`config.mk`:
```
export PLATFORM = sky130hd
export DESIGN_NAME = tcmp_parser
export DESIGN_NICKNAME = d
export VERILOG_FILES = /design/src/core/tcmp_keyword_match.v /design/src/core/tcmp_parser.v
export VERILOG_INCLUDE_DIRS = /design/src /design/src/core
export SDC_FILE = /design/constraint.sdc
export NUM_CORES = 1
export LEC_CHECK = 0
export BUFFER_PORTS_ARGS = -buffer_cell sky130_fd_sc_hd__clkbuf_2
export CELL_PAD_IN_SITES_DETAIL_PLACEMENT = 0
export CELL_PAD_IN_SITES_GLOBAL_PLACEMENT = 1
export CORE_MARGIN = 1
export CORE_UTILIZATION = 30
export CTS_CLUSTER_SIZE = 10
export DETAILED_ROUTE_END_ITERATION = 10
export GPL_TIMING_DRIVEN = 0
export PLACE_DENSITY_LB_ADDON = 0.1
export SKIP_LAST_GASP = 1
export SYNTH_ARGS = -nofsm -noshare
export SYNTH_HDL_FRONTEND = slang
export SYNTH_SLANG_ARGS = --single-unit
export TNS_END_PERCENT = 1
```
`constraint.sdc`:
```
create_clock -name clk -period 6.6 [get_ports clk]
set_input_delay 0.99 -clock clk [delete_from_list [all_inputs] [get_ports clk]]
set_output_delay 0.99 -clock clk [all_outputs]
set_load 0.03 [all_outputs]
```
`src/core/tcmp_defines.vh`:
```
`ifndef TCMP_DEFINES_VH
`define TCMP_DEFINES_VH
// ------------------------------------------------------------
// character codes
// ------------------------------------------------------------
`define TCMP_CH_NL 8'h0A
`define TCMP_CH_SEMI 8'h3B
`define TCMP_CH_COLON 8'h3A
`define TCMP_CH_STAR 8'h2A
`define TCMP_CH_QUERY 8'h3F
`define TCMP_CH_SPACE 8'h20
`define TCMP_CH_TAB 8'h09
`define TCMP_CH_ZERO 8'h30
`define TCMP_CH_ONE 8'h31
// ------------------------------------------------------------
// keyword codes from the matcher
// ------------------------------------------------------------
`define TCMP_KW_NONE 3'h0
`define TCMP_KW_POWER 3'h1
`define TCMP_KW_LOOP 3'h2
`define TCMP_KW_STATE 3'h3
`define TCMP_KW_RST 3'h4
`define TCMP_KW_IDN 3'h5
`define TCMP_KW_OFF 3'h6
`define TCMP_KW_ON 3'h7
// ------------------------------------------------------------
// sizes and reset values
// ------------------------------------------------------------
`define TCMP_KW_MAXLEN 4'h8
`define TCMP_LOOP_RST 1'b0
`define TCMP_IDN_CHAR 8'h49
`endif

```
`src/core/tcmp_keyword_match.v`:
```
`timescale 1ns/100ps
`default_nettype none
// ------------------------------------------------------------
// keyword table lookup: short or long form, case folded
// ------------------------------------------------------------
`include "tcmp_defines.vh"
module tcmp_keyword_match (
  input wire [63:0] word,
  input wire [3:0] len,
  output reg [2:0] code
);
  // keeps the low n bytes of a table string; the parser shifts
  // letters in at the bottom, so both sides are right-justified
  function [63:0] pack;
    input [63:0] s;
    input [3:0] n;
    begin
      pack = s & ~({64{1'b1}} << {n, 3'h0});
    end
  endfunction

  // only exact short or exact long forms hit; any in-between
  // length misses, so mixed spellings are rejected
  always @* begin
    code = `TCMP_KW_NONE;
    if ((len == 4'h3 && word == pack("POW", 4'h3)) ||
        (len == 4'h5 && word == pack("POWER", 4'h5)))
      code = `TCMP_KW_POWER;
    else if ((len == 4'h4 && word == pack("LOOP", 4'h4)) ||
        (len == 4'h7 && word == pack("LOOPCTL", 4'h7)))
      code = `TCMP_KW_LOOP;
    else if ((len == 4'h4 && word == pack("STAT", 4'h4)) ||
        (len == 4'h5 && word == pack("STATE", 4'h5)))
      code = `TCMP_KW_STATE;
    else if (len == 4'h4 && word == pack("*RST", 4'h4))
      code = `TCMP_KW_RST;
    else if (len == 4'h4 && word == pack("*IDN", 4'h4))
      code = `TCMP_KW_IDN;
    else if (len == 4'h3 && word == pack("OFF", 4'h3))
      code = `TCMP_KW_OFF;
    else if (len == 4'h2 && word == pack("ON", 4'h2))
      code = `TCMP_KW_ON;
  end
endmodule
`default_nettype wire

```
`src/core/tcmp_parser.v`:
```
// How it works
// accept only exact short or long keywords
// keyword matching ignores letter case
// new line terminator is code 10
// end marker rides with the last byte
// responses end in new line with end
// input byte always accepted, never stalled
// responses sent only after a query
// trailing question mark marks a query
// every setting has a matching query
// ON and 1 both switch function on
// on state always answers numeral 1
// asterisk prefix marks a common command
// colons split keywords into hierarchy levels
// several commands per message are handled
// terminator returns hierarchy to root
// colon descends; leading colon selects root
// semicolon keeps the hierarchy position
// reset and reset command select root
// unknown keyword discards command, flags error
// letters folded to upper case before matching
`timescale 1ns/100ps
`default_nettype none
`include "tcmp_defines.vh"
module tcmp_parser (
  input wire clk,
  input wire sys_rst,
  input wire clkEn,
  input wire rxValid,
  input wire [7:0] rxData,
  input wire rxEnd,
  input wire txReady,
  output wire rxReady,
  output reg txValid,
  output reg [7:0] txData,
  output reg txEnd,
  output reg levelLoopControl,
  output reg syntaxError,
  output reg commonCmd
);
  // ------------------------------------------------------------
  // parser states
  // ------------------------------------------------------------
  localparam [2:0] ST_KEY = 3'b001;
  localparam [2:0] ST_PARAM = 3'b010;
  localparam [2:0] ST_SKIP = 3'b100;

  reg [2:0] state;
  reg [63:0] word;
  reg [3:0] len;
  reg [1:0] level;
  reg pathPower;
  reg pathLoop;
  reg isQuery;
  reg isCommon;
  reg badWord;
  reg [7:0] paramChar;
  reg [1:0] pendResp;
  reg [7:0] respChar;
  wire [2:0] code;

  // fold lower case letters to upper case
  function [7:0] upcase;
    input [7:0] c;
    begin
      if (c >= 8'h61 && c <= 8'h7A)
        upcase = c - 8'h20;
      else
        upcase = c;
    end
  endfunction

  // true for any byte that ends a command
  function isSep;
    input [7:0] c;
    input e;
    begin
      isSep = e || c == `TCMP_CH_NL || c == `TCMP_CH_SEMI;
    end
  endfunction

  tcmp_keyword_match u_match (
    .word(word),
    .len(len),
    .code(code)
  );

  // never back-pressures the controller
  assign rxReady = 1'b1;

  wire take = clkEn && rxValid;
  wire [7:0] ch = upcase(rxData);
  wire endMsg = rxEnd || rxData == `TCMP_CH_NL;
  wire isWs = rxData == `TCMP_CH_SPACE || rxData == `TCMP_CH_TAB;

  // ------------------------------------------------------------
  // command execution at a separator
  // ------------------------------------------------------------
  // keyword at current level: two levels deep under POWER
  wire leafOk = (level == 2'h0 && code == `TCMP_KW_POWER) ||
    (level == 2'h1 && pathPower && code == `TCMP_KW_LOOP) ||
    (level == 2'h2 && pathLoop && code == `TCMP_KW_STATE);
  wire commonOk = code == `TCMP_KW_RST || code == `TCMP_KW_IDN;

  always @(posedge clk or posedge sys_rst) begin
    if (sys_rst) begin
      state <= ST_KEY;
      word <= 64'h0;
      len <= 4'h0;
      level <= 2'h0;
      pathPower <= 1'b0;
      pathLoop <= 1'b0;
      isQuery <= 1'b0;
      isCommon <= 1'b0;
      badWord <= 1'b0;
      paramChar <= 8'h00;
      pendResp <= 2'h0;
      respChar <= 8'h00;
      levelLoopControl <= `TCMP_LOOP_RST;
      syntaxError <= 1'b0;
      commonCmd <= 1'b0;
      txValid <= 1'b0;
      txData <= 8'h00;
      txEnd <= 1'b0;
    end else if (clkEn) begin
      commonCmd <= 1'b0;
      // response output: byte then new line with end marker
      if (txValid && txReady) begin
        txValid <= 1'b0;
        txEnd <= 1'b0;
      end else if (!txValid && pendResp == 2'h2) begin
        txValid <= 1'b1;
        txData <= respChar;
        pendResp <= 2'h1;
      end else if (!txValid && pendResp == 2'h1) begin
        txValid <= 1'b1;
        txData <= `TCMP_CH_NL;
        txEnd <= 1'b1;
        pendResp <= 2'h0;
      end
      if (take) begin
        if (isSep(rxData, rxEnd)) begin
          // evaluate the command just collected
          if (state != ST_SKIP && len != 4'h0) begin
            if (isCommon) begin
              if (badWord || !commonOk) begin
                syntaxError <= 1'b1;
              end else begin
                commonCmd <= 1'b1;
                if (code == `TCMP_KW_RST) begin
                  levelLoopControl <= `TCMP_LOOP_RST;
                  level <= 2'h0;
                  pathPower <= 1'b0;
                  pathLoop <= 1'b0;
                end else if (isQuery && pendResp == 2'h0) begin
                  respChar <= `TCMP_IDN_CHAR;
                  pendResp <= 2'h2;
                end
              end
            end else if (badWord || !leafOk) begin
              syntaxError <= 1'b1;
            end else if (code == `TCMP_KW_STATE && isQuery) begin
              // the readback always uses the numeral
              if (pendResp == 2'h0) begin
                respChar <= levelLoopControl ? `TCMP_CH_ONE :
                  `TCMP_CH_ZERO;
                pendResp <= 2'h2;
              end
            end else if (code == `TCMP_KW_STATE) begin
              // ON and 1 are equivalent
              if (paramChar == `TCMP_CH_ONE ||
                  paramChar == `TCMP_KW_ON)
                levelLoopControl <= 1'b1;
              else if (paramChar == `TCMP_CH_ZERO ||
                  paramChar == `TCMP_KW_OFF)
                levelLoopControl <= 1'b0;
              else
                syntaxError <= 1'b1;
            end
          end
          // semicolon keeps the path; terminator returns to root
          if (endMsg) begin
            level <= 2'h0;
            pathPower <= 1'b0;
            pathLoop <= 1'b0;
          end
          state <= ST_KEY;
          word <= 64'h0;
          len <= 4'h0;
          isQuery <= 1'b0;
          isCommon <= 1'b0;
          badWord <= 1'b0;
          paramChar <= 8'h00;
        end else begin
          case (state)
            ST_KEY: begin
              if (rxData == `TCMP_CH_COLON) begin
                if (len == 4'h0) begin
                  level <= 2'h0;
                  pathPower <= 1'b0;
                  pathLoop <= 1'b0;
                end else if (code == `TCMP_KW_POWER &&
                    level == 2'h0 && !badWord) begin
                  level <= 2'h1;
                  pathPower <= 1'b1;
                end else if (code == `TCMP_KW_LOOP &&
                    level == 2'h1 && pathPower && !badWord) begin
                  level <= 2'h2;
                  pathLoop <= 1'b1;
                end else begin
                  // discard the rest of this command
                  syntaxError <= 1'b1;
                  state <= ST_SKIP;
                end
                word <= 64'h0;
                len <= 4'h0;
              end else if (rxData == `TCMP_CH_STAR && len == 4'h0) begin
                // common commands work whatever the current path is
                isCommon <= 1'b1;
                word <= {56'h0, ch};
                len <= 4'h1;
              end else if (rxData == `TCMP_CH_QUERY) begin
                isQuery <= 1'b1;
              end else if (isWs) begin
                if (len != 4'h0)
                  state <= ST_PARAM;
              end else if (isQuery ||
                  len == `TCMP_KW_MAXLEN) begin
                badWord <= 1'b1;
              end else begin
                word <= {word[55:0], ch};
                len <= len + 4'h1;
              end
            end
            ST_PARAM: begin
              // second word is matched via first letters only
              if (!isWs && paramChar == 8'h00) begin
                if (ch == `TCMP_CH_ONE || ch == `TCMP_CH_ZERO)
                  paramChar <= ch;
                else if (ch == 8'h4F)
                  paramChar <= {5'h0, `TCMP_KW_OFF};
              end else if (paramChar == {5'h0, `TCMP_KW_OFF} &&
                  ch == 8'h4E) begin
                paramChar <= {5'h0, `TCMP_KW_ON};
              end
            end
            ST_SKIP: begin
            end
            default: state <= ST_KEY;
          endcase
        end
      end
    end
  end
endmodule
`default_nettype wire
```
==> flow_results.org, run 1 <==
** Critical path
- Series of cell instances along the critical path :: buf_2 > nor3b_1 > nand2_1 > nor4_1 > nor2_1 > nor2b_1 > buf_2 > buf_4 > nor2_1
- Among all stages on the critical path, the largest delay is contributed by sky130_fd_sc_hd__nor4_1.
- Of all nets on the critical path, the largest fanout is 10.
- Count of cells along the worst register-to-register path :: 10
- Worst setup EP type :: register
- Data arrives at the worst endpoint at 3.48 ns.
- Grouping stages by cell kind, the critical path spends the most delay in simple AND/OR/NAND/NOR gates.
- Critical R2R Launch :: len[0]$_DFFE_PP0P_
- Together, buffers and inverters on the worst path number 3.
- Path type of the worst setup path :: in2reg
- The endpoint identified for the worst register-to-register timing path is word[48]$_DFFE_PP0P_.
- The critical path runs through a total of 9 cells.
- Required time reported for the critical path endpoint :: 6.85 ns
- The largest single stage delay on the critical path is 0.75 ns.
- Startpoint type of the worst setup path :: input port
- Worst reg2reg setup slack :: 3.38 ns

** Logic synthesis
- FF+latch count, synth :: 101
- Post-synthesis area per instance :: 8.75 µm²
- The synthesized design contains 0 enable-type register cells.
- Share of synthesized flip-flops with an asynchronous set or reset :: 1.00
- The cell count after synthesis came out at 669.
- Ranked by total cell area, the synthesized netlist is headed by sky130_fd_sc_hd__dfrtp_1 43%, sky130_fd_sc_hd__nand2_1 8.7%, sky130_fd_sc_hd__o21ai_0 5.6%.
- Counting distinct cell types in the post-synthesis netlist gives 78.
- For this run, the leading register cell type out of synthesis is sky130_fd_sc_hd__dfrtp_1.
- Count of warnings emitted by yosys :: 0
- For this run, the register share of the synthesized area comes to 0.432.
- Cell taking the most area after synthesis :: sky130_fd_sc_hd__dfrtp_1
- Of the post-synthesis cell area, the dominant cell type holds 0.427.
- In this run the cell area of the synthesized design comes to 5860 µm².

** Routing
- Number of vias after detailed routing :: 5192
- Routed length per placed instance :: 18.8 µm
- Remaining number of nets flagged by the antenna check after routing :: 0
- DR iter-0 viols :: 407
- First drt pass iteration count :: 7
- The routed design has 18200 µm of wire.
- DRC violation count after routing :: 0
- Vias per std cell :: 5.35

** Job
- Max-cap violations in this run came to 0.

** Clock tree
- Buffers inserted to repair hold after CTS numbered 0.
- Root buffer selected by CTS :: sky130_fd_sc_hd__clkbuf_16
- Number of gates given a new drive strength after cts :: 0
- Number of levels in the clock H-tree :: 3
- The later pin in the worst-skew pair is clocked with a latency of 0.36 ns.
- Clock transition at the register clock pins on the worst setup and hold paths after CTS :: 0.08 ns
- Clk sink count :: 101
- Counting along the longest clock path gives a buffer depth of 2.
- TritonCTS created 9 clock buffers.
- TritonCTS built the clock tree.
- Buffers added to address setup during post-CTS repair amount to 0.

** Power
- Power density of the placed cells :: 227 nW/µm²
- Internal power comes to 1.03 mW.
- Of the total power, the clock network draws 0.373.
- Maximum ir drop on the vdd rail :: 0.125 mV
- The share of total power dissipated in sequential elements is 0.470.
- Switching part of the total :: 0.317
- Logic pwr share :: 0.158
- For this design the static power due to leakage is 2.77 nW.
- Summed over all nets, the switching power comes to 0.478 mW.

** Timing
- Slew @ Worst Pin :: 0.880 ns
- Clock skew on the completed layout was measured at 0.00754 ns.
- Max-slew headroom :: 0.408
- For the finished layout, the period the worst path requires is 3.23 ns.
- Static timing analysis puts the maximum clock frequency at 0.310 GHz.
- Setup_tns :: 0 ns
- The final-report max-slew violation count came to 0.
- Setup repair after global routing left no endpoint under its margin.
- Final count of hold timing violations :: 0
- Across all hold checks on the routed design, the worst slack comes to 0.484 ns.
- Of the available clock period, the critical path in the final layout requires 0.489.
- Setup violations remaining at the end of the flow were counted as 0.

** Floorplan
- Die Span X :: 142 µm
- The floorplan step set the die height to 142 µm.
- For this configuration, the core starts out at a cell density of 0.310.
- Placeable core area :: 18900 µm²
- Full die area :: 20100 µm²
- 28 I/O pins were placed.
- Row cnt :: 50

** GRT
- Global-route wire length before repair :: 29200 µm
- GRT Residual Overflow :: 0
- Total global-route track usage :: 0.191
- Vias in the first global route :: 5063
- Largest net degree at the start of global routing :: 60
- Initial antenna violation count :: 0

** Layout
- In the final layout, the share of cells above drive strength 1 is 0.120.
- Final std cell area, no fill :: 6640 µm²
- The library cells used most frequently in the layout, excluding fill and tap cells, are 136 x sky130_fd_sc_hd__nand2_1, 100 x sky130_fd_sc_hd__dfrtp_1, 65 x sky130_fd_sc_hd__o21ai_0.
- Finished Core Util :: 0.351
- Fin cells :: 970
- Relative to the synthesized area, the layout overhead comes to 13.3%.
- Antenna fix cells :: 0
- Leading cell type in the layout, fill and taps excluded :: sky130_fd_sc_hd__nand2_1
- Final #Nets :: 725

** Hold path
- In this run the worst hold path is classified as reg2reg.
- Worst hold path stage count :: 1
- In this run the most critical hold path is launched from paramChar[6]$_DFFE_PP0P_.
- End of the worst hold path :: paramChar[6]$_DFFE_PP0P_

** Place
- Port buffering added 23 buffers.
- Routability-driven placement finished with a final weighted congestion of 0.932.
- Number of placed cells counting well taps :: 954
- Post-detailed-placement half-perimeter wirelength :: 13600 µm
- Placed standard-cell area :: 6330 µm²

** Outcome
- Run status :: finished, final reports clean
==> synthesized netlist by cell type, types with 4 or more instances <==
library cell,number
sky130_fd_sc_hd__a21o_1,8
sky130_fd_sc_hd__a21oi_1,13
sky130_fd_sc_hd__a31oi_1,8
sky130_fd_sc_hd__and2_1,11
sky130_fd_sc_hd__and4bb_2,4
sky130_fd_sc_hd__buf_4,7
sky130_fd_sc_hd__clkbuf_1,17
sky130_fd_sc_hd__dfrtp_1,100
sky130_fd_sc_hd__ha_1,6
sky130_fd_sc_hd__inv_1,13
sky130_fd_sc_hd__mux2i_1,16
sky130_fd_sc_hd__nand2_1,136
sky130_fd_sc_hd__nand2b_1,10
sky130_fd_sc_hd__nand3_1,25
sky130_fd_sc_hd__nand4_1,17
sky130_fd_sc_hd__nand4b_1,4
sky130_fd_sc_hd__nor2_1,51
sky130_fd_sc_hd__nor2b_1,6
sky130_fd_sc_hd__nor3_1,16
sky130_fd_sc_hd__nor3b_1,7
sky130_fd_sc_hd__nor4_1,22
sky130_fd_sc_hd__nor4b_1,5
sky130_fd_sc_hd__nor4bb_1,6
sky130_fd_sc_hd__o21ai_0,65
sky130_fd_sc_hd__or3_1,6
==> power by group through the flow <==
stage               registers, mW  logic (mW)  clock network (mW)
floorplan                   0.692       0.167                   0
global placement            0.718       0.234                   0
detailed placement          0.718       0.240                   0
CTS                         0.706       0.240               0.578
global route                0.712       0.266               0.598
finish                      0.708       0.238               0.562
==> worst max path at each step <==
stage	start	to
finish	rxData[6]	word[48]$_DFFE_PP0P_
global route	rxData[6]	word[51]$_DFFE_PP0P_
CTS	len[0]$_DFFE_PP0P_	word[48]$_DFFE_PP0P_
detailed placement	rxData[6]	word[48]$_DFFE_PP0P_
global placement	sys_rst	word[60]$_DFFE_PP0P_
floorplan	sys_rst	badWord$_DFFE_PP0P_
==> layer usage <==
metal,track usage,up-vias,part of all wire
met5,0,-,0
met4,0.0492,0,0.012
met3,0.0290,16,0.051
met2,0.292,140,0.44
met1,0.279,2547,0.50
li1,-,2489,-
==> logic make-up after synthesis <==
family,Yosys count,share of synthesized area
other,2,0.00128
adders and majority gates,6,0.0128
DFF,101,0.432
AOI/OAI and AO/OA,130,0.145
muxes,17,0.0299
and+or+nand+nor,365,0.334
xor gates and xnor gates,4,0.00598
buffers and inverters,44,0.0393
==> per-stage QoR <==
stage / worst slack (ns) / total power, mW
6_report: 3.37 / 1.51
5_1_grt: 3.02 / 1.58
4_1_cts: 3.28 / 1.52
3_5_place_dp: 2.92 / 0.957
3_3_place_gp: 1.64 / 0.952
2_1_floorplan: 2.96 / 0.858
==> flip-flops by register name, indices dropped and copies added (netlist names), 2 cells and up <==
signal	count
state	3
respChar	3
word	64
paramChar	8
len	4
txData	5
level	2
pendResp	2
==> final cells by class <==
class,count,area (µm²)
Buffer,31,181
Sequential cell,101,2530
Clock buffer,9,225
Fill cell,2032,12300
Timing Repair Buffer,24,143
Clock inverter,7,81.3
Inverter,13,51.3
Multi-Input combinational cell,525,3100
Tap cell,260,325
Power figures use the tool's default switching activity.
==> run 2: changes to the inputs <==
==> constraint.sdc (replaced) <==
create_clock -name clk -period 2.8 [get_ports clk]
set_input_delay 0.42 -clock clk [delete_from_list [all_inputs] [get_ports clk]]
set_output_delay 0.42 -clock clk [all_outputs]
set_load 0.03 [all_outputs]
==> run 2 against run 1 <==
Highest routed layer unchanged. Combinational power is 140% higher. Register-to-register slack worse by 3.4 ns. Worst hold slack worse by 0.28 ns.
==> flow_results.org, run 2 (same netlist as run 1, synthesis figures left out) <==
** Timing
- Final Max Slew Viols :: 0 (unchanged)
- The number of failing hold endpoints at the final stage was 0 (unchanged).
- The worst path needs 2.79 ns of the cycle, external delays included.
- In the finished design, the share of the clock period the worst path needs comes to 0.996.
- Final worst slack :: 0.0118 ns (-3.36 ns)
- Final Setup Violations :: 0 (unchanged)
- Derived from the worst setup path, the maximum achievable clock frequency is 0.359 GHz.
- The smallest hold slack came to 0.208 ns (-0.277 ns).
- The slew at the pin with the worst max-slew slack was 0.825 ns (-0.0542 ns).
- RSZ-0062 raised after global routing :: true
- Clock skew :: 0.0132 ns (+0.00570 ns)
- The worst-case headroom to the max-slew limit came to 0.445 (+0.0365).

** Clock tree
- The post-CTS clock slew at the launch and capture registers of the worst setup and hold paths came to 0.08 ns (about the same).
- Clock tree synthesis selected as its root buffer the cell sky130_fd_sc_hd__clkbuf_16.
- The number of hold-repair buffers added at the cts stage is 0 (unchanged).
- The deepest clock path buffer count is 2 (unchanged).
- Number of buffers inserted during clock tree synthesis :: 9 (unchanged)
- CTS tree :: done
- Clock insertion delay at the later pin of the skew report :: 0.36 ns (about the same)
- The maximum level of the CTS H-tree was 3 (unchanged).
- The number of clock sinks was 101 (unchanged).

** Power
- Power density of the placed cells :: 522 nW/µm² (+130%)
- Maximum ir drop on the vdd rail :: 0.238 mV (+91%)
- The overall power of the completed layout came to 3.50 mW (+130%).
- Leak :: 2.79 nW (+0.68%)

** Hold path
- Worst hold-check path type :: in2async

** GRT
- Largest net degree at the start of global routing :: 38 (-37%)
- Initial antenna violation count :: 0 (unchanged)
- The layer flagged by global routing as most heavily used is met2.
- The met1 usage came to 0.271 (-0.00794).
- The global-route wire length before repair is 29100 µm (-0.33%).
- The total congestion overflow is 0 (unchanged).
- The met3 capacity usage during global routing was 0.0290 (unchanged).
- The routing usage on met2 was 0.290 (-0.00181).
- Vias in the first global route :: 4995 (-1.3%)
- The overall fraction of global-route tracks in use came to 0.189 (-0.00204).

** Routing
- DR iter-0 viols :: 290 (-29%)
- DRC violation count after routing :: 0 (unchanged)
- The final antenna-violating net count came to 0 (unchanged).
- The vias after detailed routing came to 5123 (-1.3%).
- The total wire length came to 18000 µm (-0.79%).
- The average via count per standard cell was 5.28 (-1.4%).
- The total iterations of the first detailed-routing run came to 5 (-2).
- The routed length per instance is 18.6 µm (-0.89%).

** Critical path
- Series of cell instances along the critical path :: inv_1 > ha_1 > and3b_1 > nand4b_1 > or4b_1 > nor3_4 > a31oi_1 > a311oi_1 > o21ai_0
- The maximum net fanout on the critical path came to 6 (-4).
- Dominant delay contributor by cell family on the critical path :: simple AND/OR/NAND/NOR gates
- Required time reported for the critical path endpoint :: 3.05 ns (-3.80 ns)
- The slowest stage of the critical path is the sky130_fd_sc_hd__or4b_1 cell.
- The worst setup path is of the reg2reg kind.
- The worst setup path is captured at a register.
- Data arrival time of the worst path :: 3.03 ns (-0.45 ns)
- Startpoint type of the worst setup path :: register
- Count of buffer and inverter cells on the critical path :: 1 (-2)
- The peak per-stage delay on the critical path is 0.60 ns (-0.15 ns).

** Layout
- Leading cell types in the layout, fill and taps excluded :: 136 x sky130_fd_sc_hd__nand2_1, 100 x sky130_fd_sc_hd__dfrtp_1, 63 x sky130_fd_sc_hd__o21ai_0
- The flip-flop count of the largest register after layout came to 64 (unchanged).
- The layout cell share with drive strength beyond 1 came to 0.135 (+0.0153).
- Top Registers :: word (64), paramChar (8), txData (5)
- The area growth from synthesis to layout is 14.7%.
- Leading cell type in the layout, fill and taps excluded :: sky130_fd_sc_hd__nand2_1
- Largest register by flop count :: word
- Final #Nets :: 726 (+0.14%)
- Finished Core Util :: 0.356 (+0.00437)
- The final antenna diode count came to 0 (unchanged).

** Place
- The placer congestion estimate is 0.868 (-6.9%).
- Post-detailed-placement half-perimeter wirelength :: 13800 µm (+1.1%)
- Post-placement worst setup slack :: -0.421 ns (-3.34 ns)
- Buffers added on ports :: 23 (unchanged)

** Job
- Max-cap violation count :: 0 (unchanged)

** Floorplan
- The floorplan die width is 142 µm (unchanged).
- Placeable core area :: 18900 µm² (unchanged)
- Initial Util :: 0.310 (unchanged)
- The number of ports placed on the die boundary was 28 (unchanged).
- Row cnt :: 50 (unchanged)
- Full die area :: 20100 µm² (unchanged)
- The die height is 142 µm (unchanged).

** Outcome
- Run status :: finished, final reports clean
-- run 2: power by group --
part	leakage (nW)	total [mW]	internal, mW	switching [mW]
Clock	0.137	1.26	0.626	0.632
Sequential	1.38	1.68	1.53	0.147
Combinational	1.27	0.569	0.204	0.365
-- run 2: through the flow --
step	TNS, ns	std cells	instance area, µm²
detailed placement	-20.49	955	6340
global placement	-21.01	953	6300
floorplan	0	670	5860
finish	0	971	6720
global route	-1.36	971	6720
CTS	-0.120	971	6660
-- run 2: what timing repair did --
item	in CTS	in global routing
pin swaps	0	1
setup buffers	0	1
gates resized for setup	4	10
endpoints found under the setup margin	76	35
-- run 2: routing by layer --
metal	share of wire	vias to the layer above	wire length (µm)
met2	0.44	84	7960
met5	0	-	0
li1	-	2483	-
met4	0.018	0	322
met3	0.028	19	510
met1	0.51	2537	9250
-- run 2: path summary, 6_finish.rpt --
check | start | endpoint | slack, ns | cells past startpoint
max | len[0]$_DFFE_PP0P_ | level[0]$_DFFE_PP0P_ | 0.01 | 9
min | sys_rst | commonCmd$_DFFE_PP0P_ | 0.21 | 2
max reg2reg | len[0]$_DFFE_PP0P_ | level[0]$_DFFE_PP0P_ | 0.01 | 9
min reg2reg | syntaxError$_DFFE_PP0P_ | syntaxError$_DFFE_PP0P_ | 0.48 | 2
max in group asynchronous | sys_rst | word[39]$_DFFE_PP0P_ | 1.94 | 3
min in group clk | rxData[1] | word[1]$_DFFE_PP0P_ | 0.36 | 3
-- run 2: worst register-to-register path, stage by stage (launching register included) --
cell	delay, ns
sky130_fd_sc_hd__dfrtp_1	0.46
sky130_fd_sc_hd__inv_1	0.11
sky130_fd_sc_hd__ha_1	0.18
sky130_fd_sc_hd__and3b_1	0.28
sky130_fd_sc_hd__nand4b_1	0.23
sky130_fd_sc_hd__or4b_1	0.60
sky130_fd_sc_hd__nor3_4	0.27
sky130_fd_sc_hd__a31oi_1	0.17
sky130_fd_sc_hd__a311oi_1	0.27
sky130_fd_sc_hd__o21ai_0	0.10
-- run 2: final cells by class --
type / count / area, µm²
fillers: 2018 / 12200
clock buffers: 9 / 225
flip-flops and latches: 101 / 2530
plain buffers: 30 / 178
well taps: 260 / 325
repair buffers: 26 / 163
inverters: 13 / 52.6
clock inverters: 7 / 68.8
multi-input cells: 525 / 3180
